File: config.mk
export PLATFORM = sky130hd
export DESIGN_NAME = tps_prescaler
export DESIGN_NICKNAME = d
export VERILOG_FILES = /design/src/tps_prescaler.v
export VERILOG_INCLUDE_DIRS = /design/src
export SDC_FILE = /design/constraint.sdc
export NUM_CORES = 1
export LEC_CHECK = 0
export ABC_AREA = 1
export BUFFER_PORTS_ARGS = -buffer_cell sky130_fd_sc_hd__buf_2
export CAP_MARGIN = 0
export CORE_AREA = 3 3 46 48
export DETAILED_ROUTE_END_ITERATION = 10
export DIE_AREA = 0 0 49 51
export GPL_TIMING_DRIVEN = 0
export PLACE_DENSITY = 0.76
export SETUP_SLACK_MARGIN = 0.2
export SLEW_MARGIN = 20
export SYNTH_ARGS = -nofsm -noshare
export SYNTH_HDL_FRONTEND = slang
export SYNTH_SLANG_ARGS = --single-unit
export TNS_END_PERCENT = 50
File: constraint.sdc
create_clock -name clk -period 1.75 [get_ports clk]
set_clock_uncertainty 0.2 [all_clocks]
set_input_delay 0.525 -clock clk [delete_from_list [all_inputs] [get_ports clk]]
set_output_delay 0.525 -clock clk [all_outputs]
set_load 0.05 [all_outputs]
File: src/tps_consts.vh
// Constants for the shared timer0 / watchdog prescaler
//
// Contract
// - One 8-bit counter, timer0 prescaler or watchdog postscaler
// - Exactly one owner; other side runs undivided
// - Owner bit and 3-bit ratio in option low bits
// - Timer0 count writes clear counter when timer0 owns
// - Watchdog clear resets counter when owned, watchdog always
// - Counter value never readable nor directly loadable
`ifndef TPS_CONSTS_VH
`define TPS_CONSTS_VH

// ****************************************
// Field layout of the option low nibble
// ****************************************
`define TPS_OPT_W 4
`define TPS_OPT_OWNER_BIT 3
`define TPS_OPT_RATIO_HI 2
`define TPS_OPT_RATIO_LO 0
`define TPS_OPT_RESET 4'hf
`define TPS_OWNER_WDOG 1'b1

// ****************************************
// Counter geometry
// ****************************************
`define TPS_CNT_W 8
`define TPS_CNT_RESET 8'h00

`endif

File: src/tps_prescaler.v
// Shared prescaler between timer0 input and watchdog output
`timescale 1ns/1ps
`include "tps_consts.vh"

module tps_prescaler #(
	parameter CNT_W = `TPS_CNT_W
)(
	clk,
	rst,
	ce,
	option_nibble,
	timer0_src_tick,
	wdog_src_tick,
	timer0_count_register_write,
	watchdog_clear_instruction,
	timer0_tick,
	wdog_tick,
	watchdog_timer_clear
);
	input wire clk;
	input wire rst;
	input wire ce;
	input wire [`TPS_OPT_W-1:0] option_nibble;
	input wire timer0_src_tick;
	input wire wdog_src_tick;
	input wire timer0_count_register_write;
	input wire watchdog_clear_instruction;
	output reg timer0_tick;
	output reg wdog_tick;
	output reg watchdog_timer_clear;

	// ****************************************
	// Option decode
	// ****************************************
	wire prescaler_owner_select;
	wire [2:0] prescale_ratio_select;
	wire own_wdog;
	wire own_timer0;
	wire timer0_clr;
	wire wdog_clr;
	wire src_tick;
	wire clr;
	wire [CNT_W:0] tap;
	wire [3:0] sel;
	wire div_hit;
	wire timer0_tick_nxt;
	wire wdog_tick_nxt;
	wire watchdog_timer_clear_nxt;
	reg [CNT_W-1:0] cnt_r;
	reg [CNT_W-1:0] cnt_nxt;
	reg [3:0] sel_timer0;
	reg [3:0] sel_wdog;

	assign prescaler_owner_select =
		option_nibble[`TPS_OPT_OWNER_BIT];
	assign prescale_ratio_select =
		option_nibble[`TPS_OPT_RATIO_HI:`TPS_OPT_RATIO_LO];
	assign own_wdog = (prescaler_owner_select == `TPS_OWNER_WDOG);
	assign own_timer0 = ~own_wdog;

	// ****************************************
	// Source and clear steering
	// ****************************************
	// Only the owner's source feeds the counter
	assign src_tick = own_wdog ? wdog_src_tick : timer0_src_tick;

	// Each clear cause only counts for its own owner
	assign timer0_clr = own_timer0 & timer0_count_register_write;
	assign wdog_clr = own_wdog & watchdog_clear_instruction;
	// Clearing is the only way to change the count besides ticking
	assign clr = timer0_clr | wdog_clr;

	// ****************************************
	// Ratio to tap index, per owner
	// ****************************************
	// Timer0 sees one extra halving, so its column is one tap higher
	always @*
	begin
		sel_timer0 = 4'h1;
		sel_wdog = 4'h0;
		case (prescale_ratio_select)
			3'h0:
			begin
				sel_timer0 = 4'h1;
				sel_wdog = 4'h0;
			end
			3'h1:
			begin
				sel_timer0 = 4'h2;
				sel_wdog = 4'h1;
			end
			3'h2:
			begin
				sel_timer0 = 4'h3;
				sel_wdog = 4'h2;
			end
			3'h3:
			begin
				sel_timer0 = 4'h4;
				sel_wdog = 4'h3;
			end
			3'h4:
			begin
				sel_timer0 = 4'h5;
				sel_wdog = 4'h4;
			end
			3'h5:
			begin
				sel_timer0 = 4'h6;
				sel_wdog = 4'h5;
			end
			3'h6:
			begin
				sel_timer0 = 4'h7;
				sel_wdog = 4'h6;
			end
			3'h7:
			begin
				sel_timer0 = 4'h8;
				sel_wdog = 4'h7;
			end
			default:
			begin
				sel_timer0 = 4'h1;
				sel_wdog = 4'h0;
			end
		endcase
	end
	assign sel = own_wdog ? sel_wdog : sel_timer0;

	// ****************************************
	// Ripple taps, one per counter bit
	// ****************************************
	// Tap k is high when the low k bits are all ones; tap 0 always
	genvar gi;
	assign tap[0] = 1'b1;
	generate
		for (gi = 1; gi <= CNT_W; gi = gi + 1)
		begin : g_tap
			assign tap[gi] = &cnt_r[gi-1:0];
		end
	endgenerate

	// Divided pulse on the owned tick that wraps the selected bits
	assign div_hit = src_tick & tap[sel];

	// ****************************************
	// Counter next value
	// ****************************************
	// A clear wins over a tick arriving in the same cycle
	// Owner change neither clears nor resyncs the count
	always @*
	begin
		cnt_nxt = cnt_r;
		if (clr)
		begin
			cnt_nxt = `TPS_CNT_RESET;
		end
		else if (src_tick)
		begin
			cnt_nxt = cnt_r + {{(CNT_W-1){1'b0}}, 1'b1};
		end
	end

	// ****************************************
	// Output next values
	// ****************************************
	// The non-owner passes its source through, one cycle late
	// A clear in the same cycle suppresses the divided tick
	assign timer0_tick_nxt = own_timer0 ? (div_hit & ~clr) :
		timer0_src_tick;
	assign wdog_tick_nxt = own_wdog ? (div_hit & ~clr) :
		wdog_src_tick;
	// The watchdog itself is cleared whoever owns the counter
	assign watchdog_timer_clear_nxt = watchdog_clear_instruction;

	// ****************************************
	// State
	// ****************************************
	// Count is held internally only, no read path exists
	always @(posedge clk or posedge rst)
	begin
		if (rst)
		begin
			cnt_r <= `TPS_CNT_RESET;
		end
		else if (ce)
		begin
			cnt_r <= cnt_nxt;
		end
	end

	always @(posedge clk or posedge rst)
	begin
		if (rst)
		begin
			timer0_tick <= 1'b0;
		end
		else if (ce)
		begin
			timer0_tick <= timer0_tick_nxt;
		end
	end

	always @(posedge clk or posedge rst)
	begin
		if (rst)
		begin
			wdog_tick <= 1'b0;
		end
		else if (ce)
		begin
			wdog_tick <= wdog_tick_nxt;
		end
	end

	always @(posedge clk or posedge rst)
	begin
		if (rst)
		begin
			watchdog_timer_clear <= 1'b0;
		end
		else if (ce)
		begin
			watchdog_timer_clear <= watchdog_timer_clear_nxt;
		end
	end
endmodule

==> results_dict.tcl, run 1 <==
set metrics [dict create \
    tightestPinTransition_ns 0.435 \
    fin_crit_sh_pct 97.0 \
    swShare_pct 35.4 \
    ys_seq_area_share_pct 32.5 \
    cts.path.max_buffers 2 \
    criticalPathCategory "reg2reg" \
    fin_crit_ns 1.70 \
    p_per_area_mw_per_mm2 565 \
    clockPowerShare_pct 26.8 \
    leakage_nw 0.632 \
    max_slew_margin_pct 71.0 \
    clk_pin_slew_ns 0.09 \
    drv_slew 0 \
    ff2ff_setup_slack_ns 0.05 \
    via_per_inst 5.10 \
    grt_pass1_vias 744 \
    dp.final_hpwl_um 1320 \
    finalSetupViolations 0 \
    hold_viol_final 0 \
    ys_top_cells_by_area "dfrtp_1 32%, nand2_1 17%, nand3_1 8.9%, inv_1 8.0%, ha_1 7.4%" \
    status "finished clean" \
    cts.sink_count 11 \
    final_common_cell "nand2_1" \
    grt_usage_pct 15.6 \
    final_util_pct 71.7 \
    avgSynthCellArea_um2 6.89 \
    worst_path_most_repeated_cell "nand3_2" \
    core_area_mm2 0.00175 \
    final_layout_size_suffix_gt1_share_pct 40.9 \
    die_w_um 49 \
    dr.first_iter.drc_count 28 \
    p_comb_share_pct 33.0 \
    p_int_mw 0.457 \
    cts_root_buffer "clkbuf_4" \
    p_seq_share_pct 40.2 \
    start_util_pct 48.5 \
    worstRegToRegCells 12 \
    crit_required_ns 1.73 \
    synth_cell_types 22 \
    row_count 15 \
    numCtsBuffers 3 \
    synthCells 123 \
    htree_levels 1 \
    vias 887 \
    rsz0062_at_grt "true" \
    yosysWarnings 0 \
    fmaxAchievable_mhz 589 \
    n_antenna_cell 0 \
    maxCapViolations 0 \
    grt_max_degree 12 \
    grt_overflow_total 0 \
    area_growth_pct 47.7 \
    port_buffers 13 \
    dieArea_mm2 0.00250 \
    met3_usage_pct 2.04 \
    layout.nets 166 \
    ioPinCount 14 \
    grt_pass1_wl_um 3020 \
    crit_slowest_cell "dfrtp_1" \
    synth_nets 139 \
    routed_wl_um 2180 \
    arrival_ns 1.68 \
    dp_slack_ns -0.173 \
    clk_latency_ns 0.28 \
    end_kind "register" \
    synth.ff_latch_count 11 \
    hold_class "in2async" \
    route.detailed.drc 0 \
    netlist_area_um2 847 \
    global_route.usage.met2_pct 28.1 \
    yosys.area.top_type "dfrtp_1" \
    busiest_layer "met2" \
    n_fill_cell 124 \
    worstSetupStartpointType "register" \
    cts_tree "yes" \
    synth_top_area_share_pct 32.5 \
    wl_per_cell_um 12.5 \
    gp_congestion 0.834 \
    ant_nets 0 \
    rr_endpoint "wdog_tick$_DFFE_PP0P_" \
    switchingPower_mw 0.250 \
    path_cells "ha_4 > nand3_4 > inv_2 > ha_4 > nand3_2 > nand3_2 > nand3_2 > nand3_2 > nand2_2 > nand2_1 > nand2_1 > nand2_1" \
    drtPass1Iterations 4 \
    irDropWorstVdd_v 0.000446 \
    setup_ws_ns 0.0534 \
    die_y_um 51 \
    final_cell_mix "36 x nand2_1, 16 x inv_1, 11 x dfrtp_1" \
    worstPathMaxFanout 2 \
    slowest_delay_ns 0.41 \
    postCtsHoldBufs 0 \
    grt_use_met1_pct 17.9 \
    rr_startpoint "cnt_r[0]$_DFFE_PP0P_" \
    antenna_found_initial 0 \
]
## through the flow
| step | TNS (ns) | cells | cell area [um2] | power (mW) | hold slack [ns] |
|---|---|---|---|---|---|
| global placement | -1.00 | 161 | 981 | 0.444 | 0.267 |
| global route | -0.0353 | 174 | 1250 | 0.735 | 0.0629 |
| CTS | 0 | 170 | 1110 | 0.661 | 0.0457 |
| detailed placement | -1.10 | 161 | 981 | 0.449 | 0.272 |
| finish | 0 | 174 | 1250 | 0.707 | 0.0249 |
| floorplan | 0 | 123 | 885 | 0.404 | 0.177 |
## final cells by class
cell class | instances | area, um2 | share of cell area (%)
Multi-Input combinational cell | 91 | 618 | 49.4
Sequential cell | 11 | 275 | 22.0
Timing Repair Buffer | 22 | 198 | 15.8
Inverter | 20 | 87.6 | 7.00
Tap cell | 25 | 31.3 | 2.50
Clock buffer | 4 | 26.3 | 2.10
Buffer | 1 | 15.0 | 1.20
## metal layers
metal  wire length [um]  part of all wire (%)
met5                  0                     0
met2               1060                    49
met1                957                    44
met4                 50                   2.3
met3                109                   5.0
## how the worst max path moves through the flow
| stage | depth (start not counted) | to | startpoint | slack, ns |
|---|---|---|---|---|
| 3_3_place_gp | 13 | wdog_tick$_DFFE_PP0P_ | option_nibble[0] | -0.18 |
| 3_5_place_dp | 13 | timer0_tick$_DFFE_PP0P_ | option_nibble[0] | -0.17 |
| 2_1_floorplan | 12 | timer0_tick$_DFFE_PP0P_ | option_nibble[1] | 0.06 |
| 6_report | 12 | wdog_tick$_DFFE_PP0P_ | cnt_r[0]$_DFFE_PP0P_ | 0.05 |
| 4_1_cts | 11 | timer0_tick$_DFFE_PP0P_ | cnt_r[1]$_DFFE_PP0P_ | 0.1 |
| 5_1_grt | 12 | wdog_tick$_DFFE_PP0P_ | cnt_r[0]$_DFFE_PP0P_ | -0.03 |
## synthesized netlist by cell type
| cell | number |
|---|---|
| nand4_1 | 1 |
| nand2_4 | 2 |
| dfrtp_1 | 11 |
| nor3_2 | 1 |
| nor2_1 | 9 |
| inv_2 | 1 |
| nor3_1 | 1 |
| a22o_1 | 2 |
| inv_1 | 18 |
| a21oi_1 | 2 |
| o21ai_1 | 1 |
| or2_2 | 2 |
| nand2_2 | 2 |
| o21ai_0 | 4 |
| clkinv_1 | 1 |
| nand2_1 | 39 |
| nor2_2 | 2 |
| o21ai_4 | 1 |
| o21ai_2 | 2 |
| buf_6 | 1 |
| nand3_1 | 15 |
| ha_1 | 5 |
## state kept, by name, summed over array words and instances, names as in the netlist
register	flops
watchdog_timer_clear	1
wdog_tick	1
timer0_tick	1
cnt_r	8
## repair_timing
action,4_1_cts,5_1_grt
pin swaps,7,11
gates cloned,0,1
endpoints found under the setup margin,11,13
setup buffers,5,3
gates resized for setup,17,26
## worst max-delay path: cells and delay by family (launching register included)
kind / cells / cell delay (ns)
AND/OR/NAND/NOR: 9 / 0.61
buffers and inverters: 1 / 0.05
adder cells (fa/ha/maj): 2 / 0.34
flip-flops: 1 / 0.41
## power by group through the flow
stage	Sequential, mW	Clock, mW	Combinational [mW]
2_1_floorplan	0.309	0	0.0952
3_3_place_gp	0.285	0	0.159
3_5_place_dp	0.286	0	0.163
4_1_cts	0.281	0.188	0.193
5_1_grt	0.286	0.197	0.253
6_report	0.284	0.189	0.233
## cell families after synthesis
| group | after synthesis | synth area share, % |
|---|---|---|
| buffers and inverters | 21 | 10.2 |
| DFF | 11 | 32.5 |
| adders and majority gates | 5 | 7.39 |
| AOI/OAI and AO/OA | 12 | 10.2 |
| and+or+nand+nor | 74 | 39.7 |
No activity file was read; power rests on OpenSTA's default activity.
==> inputs of run 2 (changes only) <==
ABC_AREA = default   (was 1)
CORE_AREA = 2 2 44 46   (was 3 3 46 48)
DIE_AREA = 0 0 46 48   (was 0 0 49 51)
==> run 2 against run 1 <==
- the flow now finishes with violations (setup timing)
- power down 3.7%
- worst setup slack lost 0.13 ns
- core utilization down 0.80 points
- die area shrank 12%
- sequential power fell by 2%
- sequential cell count unchanged
- synthesized cell count shrank 32%
- synthesized area down 5.0%
- critical path type is now in2reg
- highest routed layer unchanged
==> results_dict.tcl, run 2 <==
set metrics [dict create \
    synth_edf_count 0 \
    synth_cell_types 33 \
    end_kind "register" \
    clk_pin_slew_ns 0.07 \
    layout.nets 125 \
    synth.ff_latch_count 11 \
    largest_reg_flops 8 \
    clockPowerShare_pct 26.2 \
    grt_usage_pct 21.6 \
    ioPinCount 14 \
    finalSetupViolations 2 \
    crit_slowest_cell "o31ai_1" \
    cts_root_buffer "clkbuf_4" \
    worstPathMaxFanout 4 \
    cts.sink_count 11 \
    placed_cell_area_um2 942 \
    routed_wl_um 1960 \
    route.detailed.drc 0 \
    die_y_um 48 \
    row_count 15 \
    switchingPower_mw 0.217 \
    yosys.area.top_type "dfrtp_1" \
    area_growth_pct 48.8 \
    antenna_found_initial 0 \
    dieArea_mm2 0.00221 \
    dr.first_iter.drc_count 8 \
    max_slew_margin_pct 68.2 \
    maxCapViolations 0 \
    path_buf_inv 1 \
    tightestPinTransition_ns 0.476 \
    die_w_um 46 \
    layoutNonFillerInstCount 125 \
    grt_overflow_total 0 \
    crit_required_ns 1.73 \
    cts.path.max_buffers 2 \
    rr_startpoint "cnt_r[1]$_DFFE_PP0P_" \
    finalSetupTns_ns -0.141 \
    clk_latency_ns 0.27 \
    fmaxAchievable_mhz 548 \
    place_inst 113 \
    ff2ff_setup_slack_ns -0.06 \
    wl_per_cell_um 15.7 \
    grt_max_degree 12 \
    gp_congestion 0.699 \
    p_seq_share_pct 41.0 \
    synth_top_cells_by_count "11 x dfrtp_1, 7 x nand2_1, 6 x o21ai_0" \
    final_cell_mix "11 x dfrtp_1, 8 x buf_4, 6 x buf_2, 6 x nand2_1" \
    fin_crit_sh_pct 104 \
    numCtsBuffers 3 \
    criticalPathCategory "in2reg" \
    status "finished, violations left" \
    cp_top_family "compound AO/OA/AOI/OAI gates" \
    drv_slew 0 \
    synthCells 84 \
    worstSetupStartpointType "primary input" \
    n_antenna_cell 0 \
    start_util_pct 47.6 \
    fin_crit_ns 1.82 \
    port_buffers 12 \
    htree_levels 1 \
    ant_nets 0 \
    synth_top_area_share_pct 34.2 \
    netlist_area_um2 805 \
    irDropWorstVdd_v 0.000457 \
    path_cells "buf_2 > ha_4 > and2b_2 > a32o_1 > o31ai_2 > a21oi_2 > o31ai_1" \
    ys_seq_area_share_pct 34.2 \
    worstRegToRegCells 7 \
    rr_endpoint "wdog_tick$_DFFE_PP0P_" \
    postCtsHoldBufs 0 \
    ys_top_cells_by_area "dfrtp_1 34%, ha_1 7.8%, mux2i_1 6.2%, mux2_2 4.2%, a22o_2 3.7%" \
    synth_nets 100 \
    setup_ws_ns -0.0748 \
    yosysWarnings 0 \
    grt_pass1_vias 729 \
    regMostFlops "cnt_r" \
    violations "setup timing" \
    final_common_cell "dfrtp_1" \
    leakage_nw 0.502 \
    dp.final_hpwl_um 1240 \
    ys.flop_type "dfrtp_1" \
    vias 738 \
    swShare_pct 31.9 \
    final_layout_size_suffix_gt1_share_pct 53.7 \
    p_comb_share_pct 32.8 \
    synthArstFlopShare_pct 100 \
    synth.most_common_cell "dfrtp_1" \
    p_per_area_mw_per_mm2 569 \
    hold_viol_final 0 \
    arrival_ns 1.81 \
    hold_ws_ns 0.0338 \
    p_int_mw 0.464 \
    rsz0062_at_grt "true" \
    hold_class "in2async" \
    via_per_inst 5.90 \
    fin_area_mm2 0.00120 \
    grt_pass1_wl_um 3260 \
    drtPass1Iterations 4 \
    avgSynthCellArea_um2 9.58 \
    core_area_mm2 0.00169 \
    cts_tree "yes" \
    slowest_delay_ns 0.24 \
]
==> run 2: cell types whose count changed in the layout (fill, tap and decap cells not counted), moves of 4 or more <==
cell     change
nand2_1     -30
inv_1       -13
nand3_2      -7
nand3_1      -6
mux2i_1      +5
nand2_2      -4
==> run 2: worst max-delay path by stage <==
stage                    startpoint                      end  slack [ns]  depth (start not counted)
5_1_grt            option_nibble[0]  timer0_tick$_DFFE_PP0P_       -0.14                          7
3_3_place_gp       option_nibble[1]    wdog_tick$_DFFE_PP0P_       -0.38                          7
2_1_floorplan      option_nibble[0]  timer0_tick$_DFFE_PP0P_       -0.16                          6
3_5_place_dp       option_nibble[1]  timer0_tick$_DFFE_PP0P_       -0.43                          7
4_1_cts        cnt_r[1]$_DFFE_PP0P_  timer0_tick$_DFFE_PP0P_       -0.06                          7
6_report           option_nibble[0]    wdog_tick$_DFFE_PP0P_       -0.07                          7
==> run 2: area by class of cell <==
| type | instances | area (um2) |
|---|---|---|
| sequential | 11 | 275 |
| fill | 121 | 492 |
| clock buffer | 4 | 26.3 |
| timing repair buffer | 20 | 175 |
| multi-input combinational | 67 | 667 |
| buffer | 3 | 21.3 |
| tap | 17 | 21.3 |
| inverter | 3 | 11.3 |
==> run 2: kinds of logic (layout without fill, tap and decap cells) <==
family,Yosys count,count (layout),share of synthesized area [%]
simple gates,30,30,21.3
compound gates,20,20,17.0
flops,11,11,34.2
mux,8,8,10.4
buf+inv,6,30,4.04
fa+ha+maj,5,5,7.78
xor+xnor,4,4,5.29
==> run 2: power by group through the flow <==
stage               combinational, mW  sequential [mW]  clock, mW
floorplan                      0.0889            0.307          0
global placement                0.154            0.282          0
detailed placement              0.159            0.283          0
CTS                             0.194            0.277      0.182
global route                    0.240            0.280      0.194
finish                          0.223            0.279      0.178
==> run 2: metal layers <==
| metal | global-route usage [%] | part of all wire, % |
|---|---|---|
| met1 | 25.1 | 45 |
| met2 | 38.6 | 50 |
| met3 | 3.77 | 2.8 |
| met4 | 9.71 | 1.7 |
| met5 | 0 | 0 |
==> run 2: timing repair <==
item,4_1_cts,5_1_grt
setup buffers,7,1
gates resized for setup,20,18
hold endpoints to repair,0,0
setup endpoints to repair,10,10
pin swaps,13,17
==> run 2: metrics by stage <==
| step | power [mW] | util (%) | setup slack [ns] |
|---|---|---|---|
| 2_1_floorplan | 0.396 | - | -0.164 |
| 6_report | 0.681 | 70.9 | -0.0748 |
| 5_1_grt | 0.715 | 70.9 | -0.136 |
| 3_5_place_dp | 0.442 | 55.8 | -0.426 |
| 4_1_cts | 0.652 | 66.3 | -0.0646 |
| 3_3_place_gp | 0.436 | 55.8 | -0.381 |
==> inputs of run 3 (changes only) <==
--- a/config.mk
+++ b/config.mk
@@ -11,2 +11,3 @@
 export CORE_AREA = 2 2 44 46
+export CTS_BUF_LIST = sky130_fd_sc_hd__clkbuf_4 sky130_fd_sc_hd__clkbuf_8 sky130_fd_sc_hd__clkbuf_16
 export DETAILED_ROUTE_END_ITERATION = 10
--- a/constraint.sdc
+++ b/constraint.sdc
@@ -4,2 +4,2 @@
 set_output_delay 0.525 -clock clk [all_outputs]
-set_load 0.05 [all_outputs]
+set_load 0.005 [all_outputs]
==> run 3 against run 2 <==
- the run still ends with setup timing left
- global-route usage fell by 1.1 points
- routed wire length rose by 1.8%
- maximum frequency rose by 1.8%
- critical path depth did not move
- worst setup slack improved by 0.031 ns
- cell count rose by 0.80%
- sequential share of layout area rose by 0.19 points
- hold slack improved by 0.0018 ns
==> results_dict.tcl, run 3 (synthesis gave the netlist of run 2 again) <==
set metrics [dict create \
    vias 736 \
    worstPathMaxFanout 4 \
    slowest_delay_ns 0.24 \
    maxCapViolations 0 \
    ioPinCount 14 \
    cts.path.max_buffers 2 \
    ff2ff_setup_slack_ns -0.04 \
    worstSetupStartpointType "primary input" \
    drv_slew 0 \
    drtPass1Iterations 5 \
    dp_slack_ns -0.426 \
    placed_cell_area_um2 942 \
    regMostFlops "cnt_r" \
    die_y_um 48 \
    total_power_mw 0.660 \
    grt_pass1_wl_um 3100 \
    dieArea_mm2 0.00221 \
    final_common_cell "dfrtp_1" \
    fin_crit_ns 1.79 \
    multi_input_area_um2 653 \
    wl_per_cell_um 15.8 \
    cts_tree "yes" \
    status "finished, violations left" \
    largest_reg_flops 8 \
    cts.sink_count 11 \
    grt_overflow_total 0 \
    port_buffers 12 \
    leakage_nw 0.498 \
    hold_viol_final 0 \
    rr_endpoint "timer0_tick$_DFFE_PP0P_" \
    grt_max_degree 12 \
    seqCellArea_um2 275 \
    finalSetupViolations 2 \
    die_w_um 46 \
    cts_root_buffer "clkbuf_4" \
    final_layout_size_suffix_gt1_share_pct 54.1 \
    numCtsBuffers 3 \
    dr.first_iter.drc_count 11 \
    grt_pass1_vias 707 \
    violations "setup timing" \
    tightestPinTransition_ns 0.439 \
    clk_latency_ns 0.27 \
    crit_slowest_cell "ha_4" \
    antenna_found_initial 0 \
    fmaxAchievable_mhz 558 \
    row_count 15 \
    rsz0062_at_grt "true" \
    arrival_ns 1.78 \
    end_kind "register" \
    criticalPathCategory "in2reg" \
    hold_class "in2async" \
    worstRegToRegCells 7 \
    path_cells "buf_8 > ha_4 > and2b_2 > a32o_1 > o31ai_2 > a21oi_2 > o31ai_1" \
    start_util_pct 47.6 \
    clk_pin_slew_ns 0.07 \
    dp.final_hpwl_um 1240 \
    crit_required_ns 1.73 \
    max_slew_margin_pct 70.6 \
    ant_nets 0 \
    rr_startpoint "cnt_r[0]$_DFFE_PP0P_" \
    p_per_area_mw_per_mm2 556 \
    layout.nets 126 \
    htree_levels 1 \
    n_antenna_cell 0 \
    route.detailed.drc 0 \
    final_cell_mix "11 x dfrtp_1, 9 x buf_4, 8 x buf_2" \
    setup_ws_ns -0.0433 \
    irDropWorstVdd_v 0.000455 \
    gp_congestion 0.699 \
    routed_wl_um 1990 \
    via_per_inst 5.84 \
    core_area_mm2 0.00169 \
    fin_area_mm2 0.00119 \
    fin_crit_sh_pct 102 \
    n_fill_cell 118 \
    area_growth_pct 47.6 \
    grt_usage_pct 20.5 \
]
[run 3: metrics by stage]
stage	hold slack [ns]	instances	TNS [ns]	util, %
2_1_floorplan	0.177	84	-0.343	-
6_report	0.0356	126	-0.0562	70.3
4_1_cts	0.0480	122	-0.115	63.3
5_1_grt	0.0751	126	-0.204	70.3
3_3_place_gp	0.285	113	-1.40	55.8
3_5_place_dp	0.301	113	-1.74	55.8
[run 3: area by class of cell]
class                   instances  share of cell area, %
plain buffers                   3                   1.79
clock buffers                   4                   2.53
inverters                       3                  0.948
multi-input cells              67                   55.0
flip-flops and latches         11                   23.2
well taps                      17                   1.79
repair buffers                 21                   14.8
[run 3: critical path, delay by kind of cell]
family / cells / cell delay [ns]
AOI/OAI and AO/OA: 4 / 0.70
adders and majority gates: 1 / 0.24
buffers and inverters: 1 / 0.11
and+or+nand+nor: 1 / 0.20
[run 3: timing repair]
item	4_1_cts	5_1_grt
resized for setup	12	21
hold buffers	0	0
pin swaps	10	13
buffers inserted	5	4
gates cloned	0	0
endpoints found under the hold margin	0	0
setup endpoints to repair	7	8
[run 3: metal layers]
layer	wire [um]	vias to the layer above	global-route usage (%)
li1	-	355	-
met1	833	360	24.4
met2	1060	16	35.6
met3	64	5	3.77
met4	34	0	9.71
met5	0	-	0
[run 3: report_power, final]
| part | switching (mW) | internal, mW |
|---|---|---|
| Sequential | 0.0103 | 0.268 |
| Combinational | 0.0895 | 0.101 |
| Clock | 0.0882 | 0.104 |
[run 3: worst max-delay path by stage]
stage / startpoint / to / slack, ns / cells past startpoint
after floorplan: option_nibble[0] / timer0_tick$_DFFE_PP0P_ / -0.16 / 6
final: option_nibble[1] / timer0_tick$_DFFE_PP0P_ / -0.04 / 7
after global placement: option_nibble[1] / wdog_tick$_DFFE_PP0P_ / -0.38 / 7
after CTS: cnt_r[1]$_DFFE_PP0P_ / timer0_tick$_DFFE_PP0P_ / -0.06 / 7
after detailed placement: option_nibble[1] / timer0_tick$_DFFE_PP0P_ / -0.43 / 7
after global routing: cnt_r[0]$_DFFE_PP0P_ / timer0_tick$_DFFE_PP0P_ / -0.11 / 7
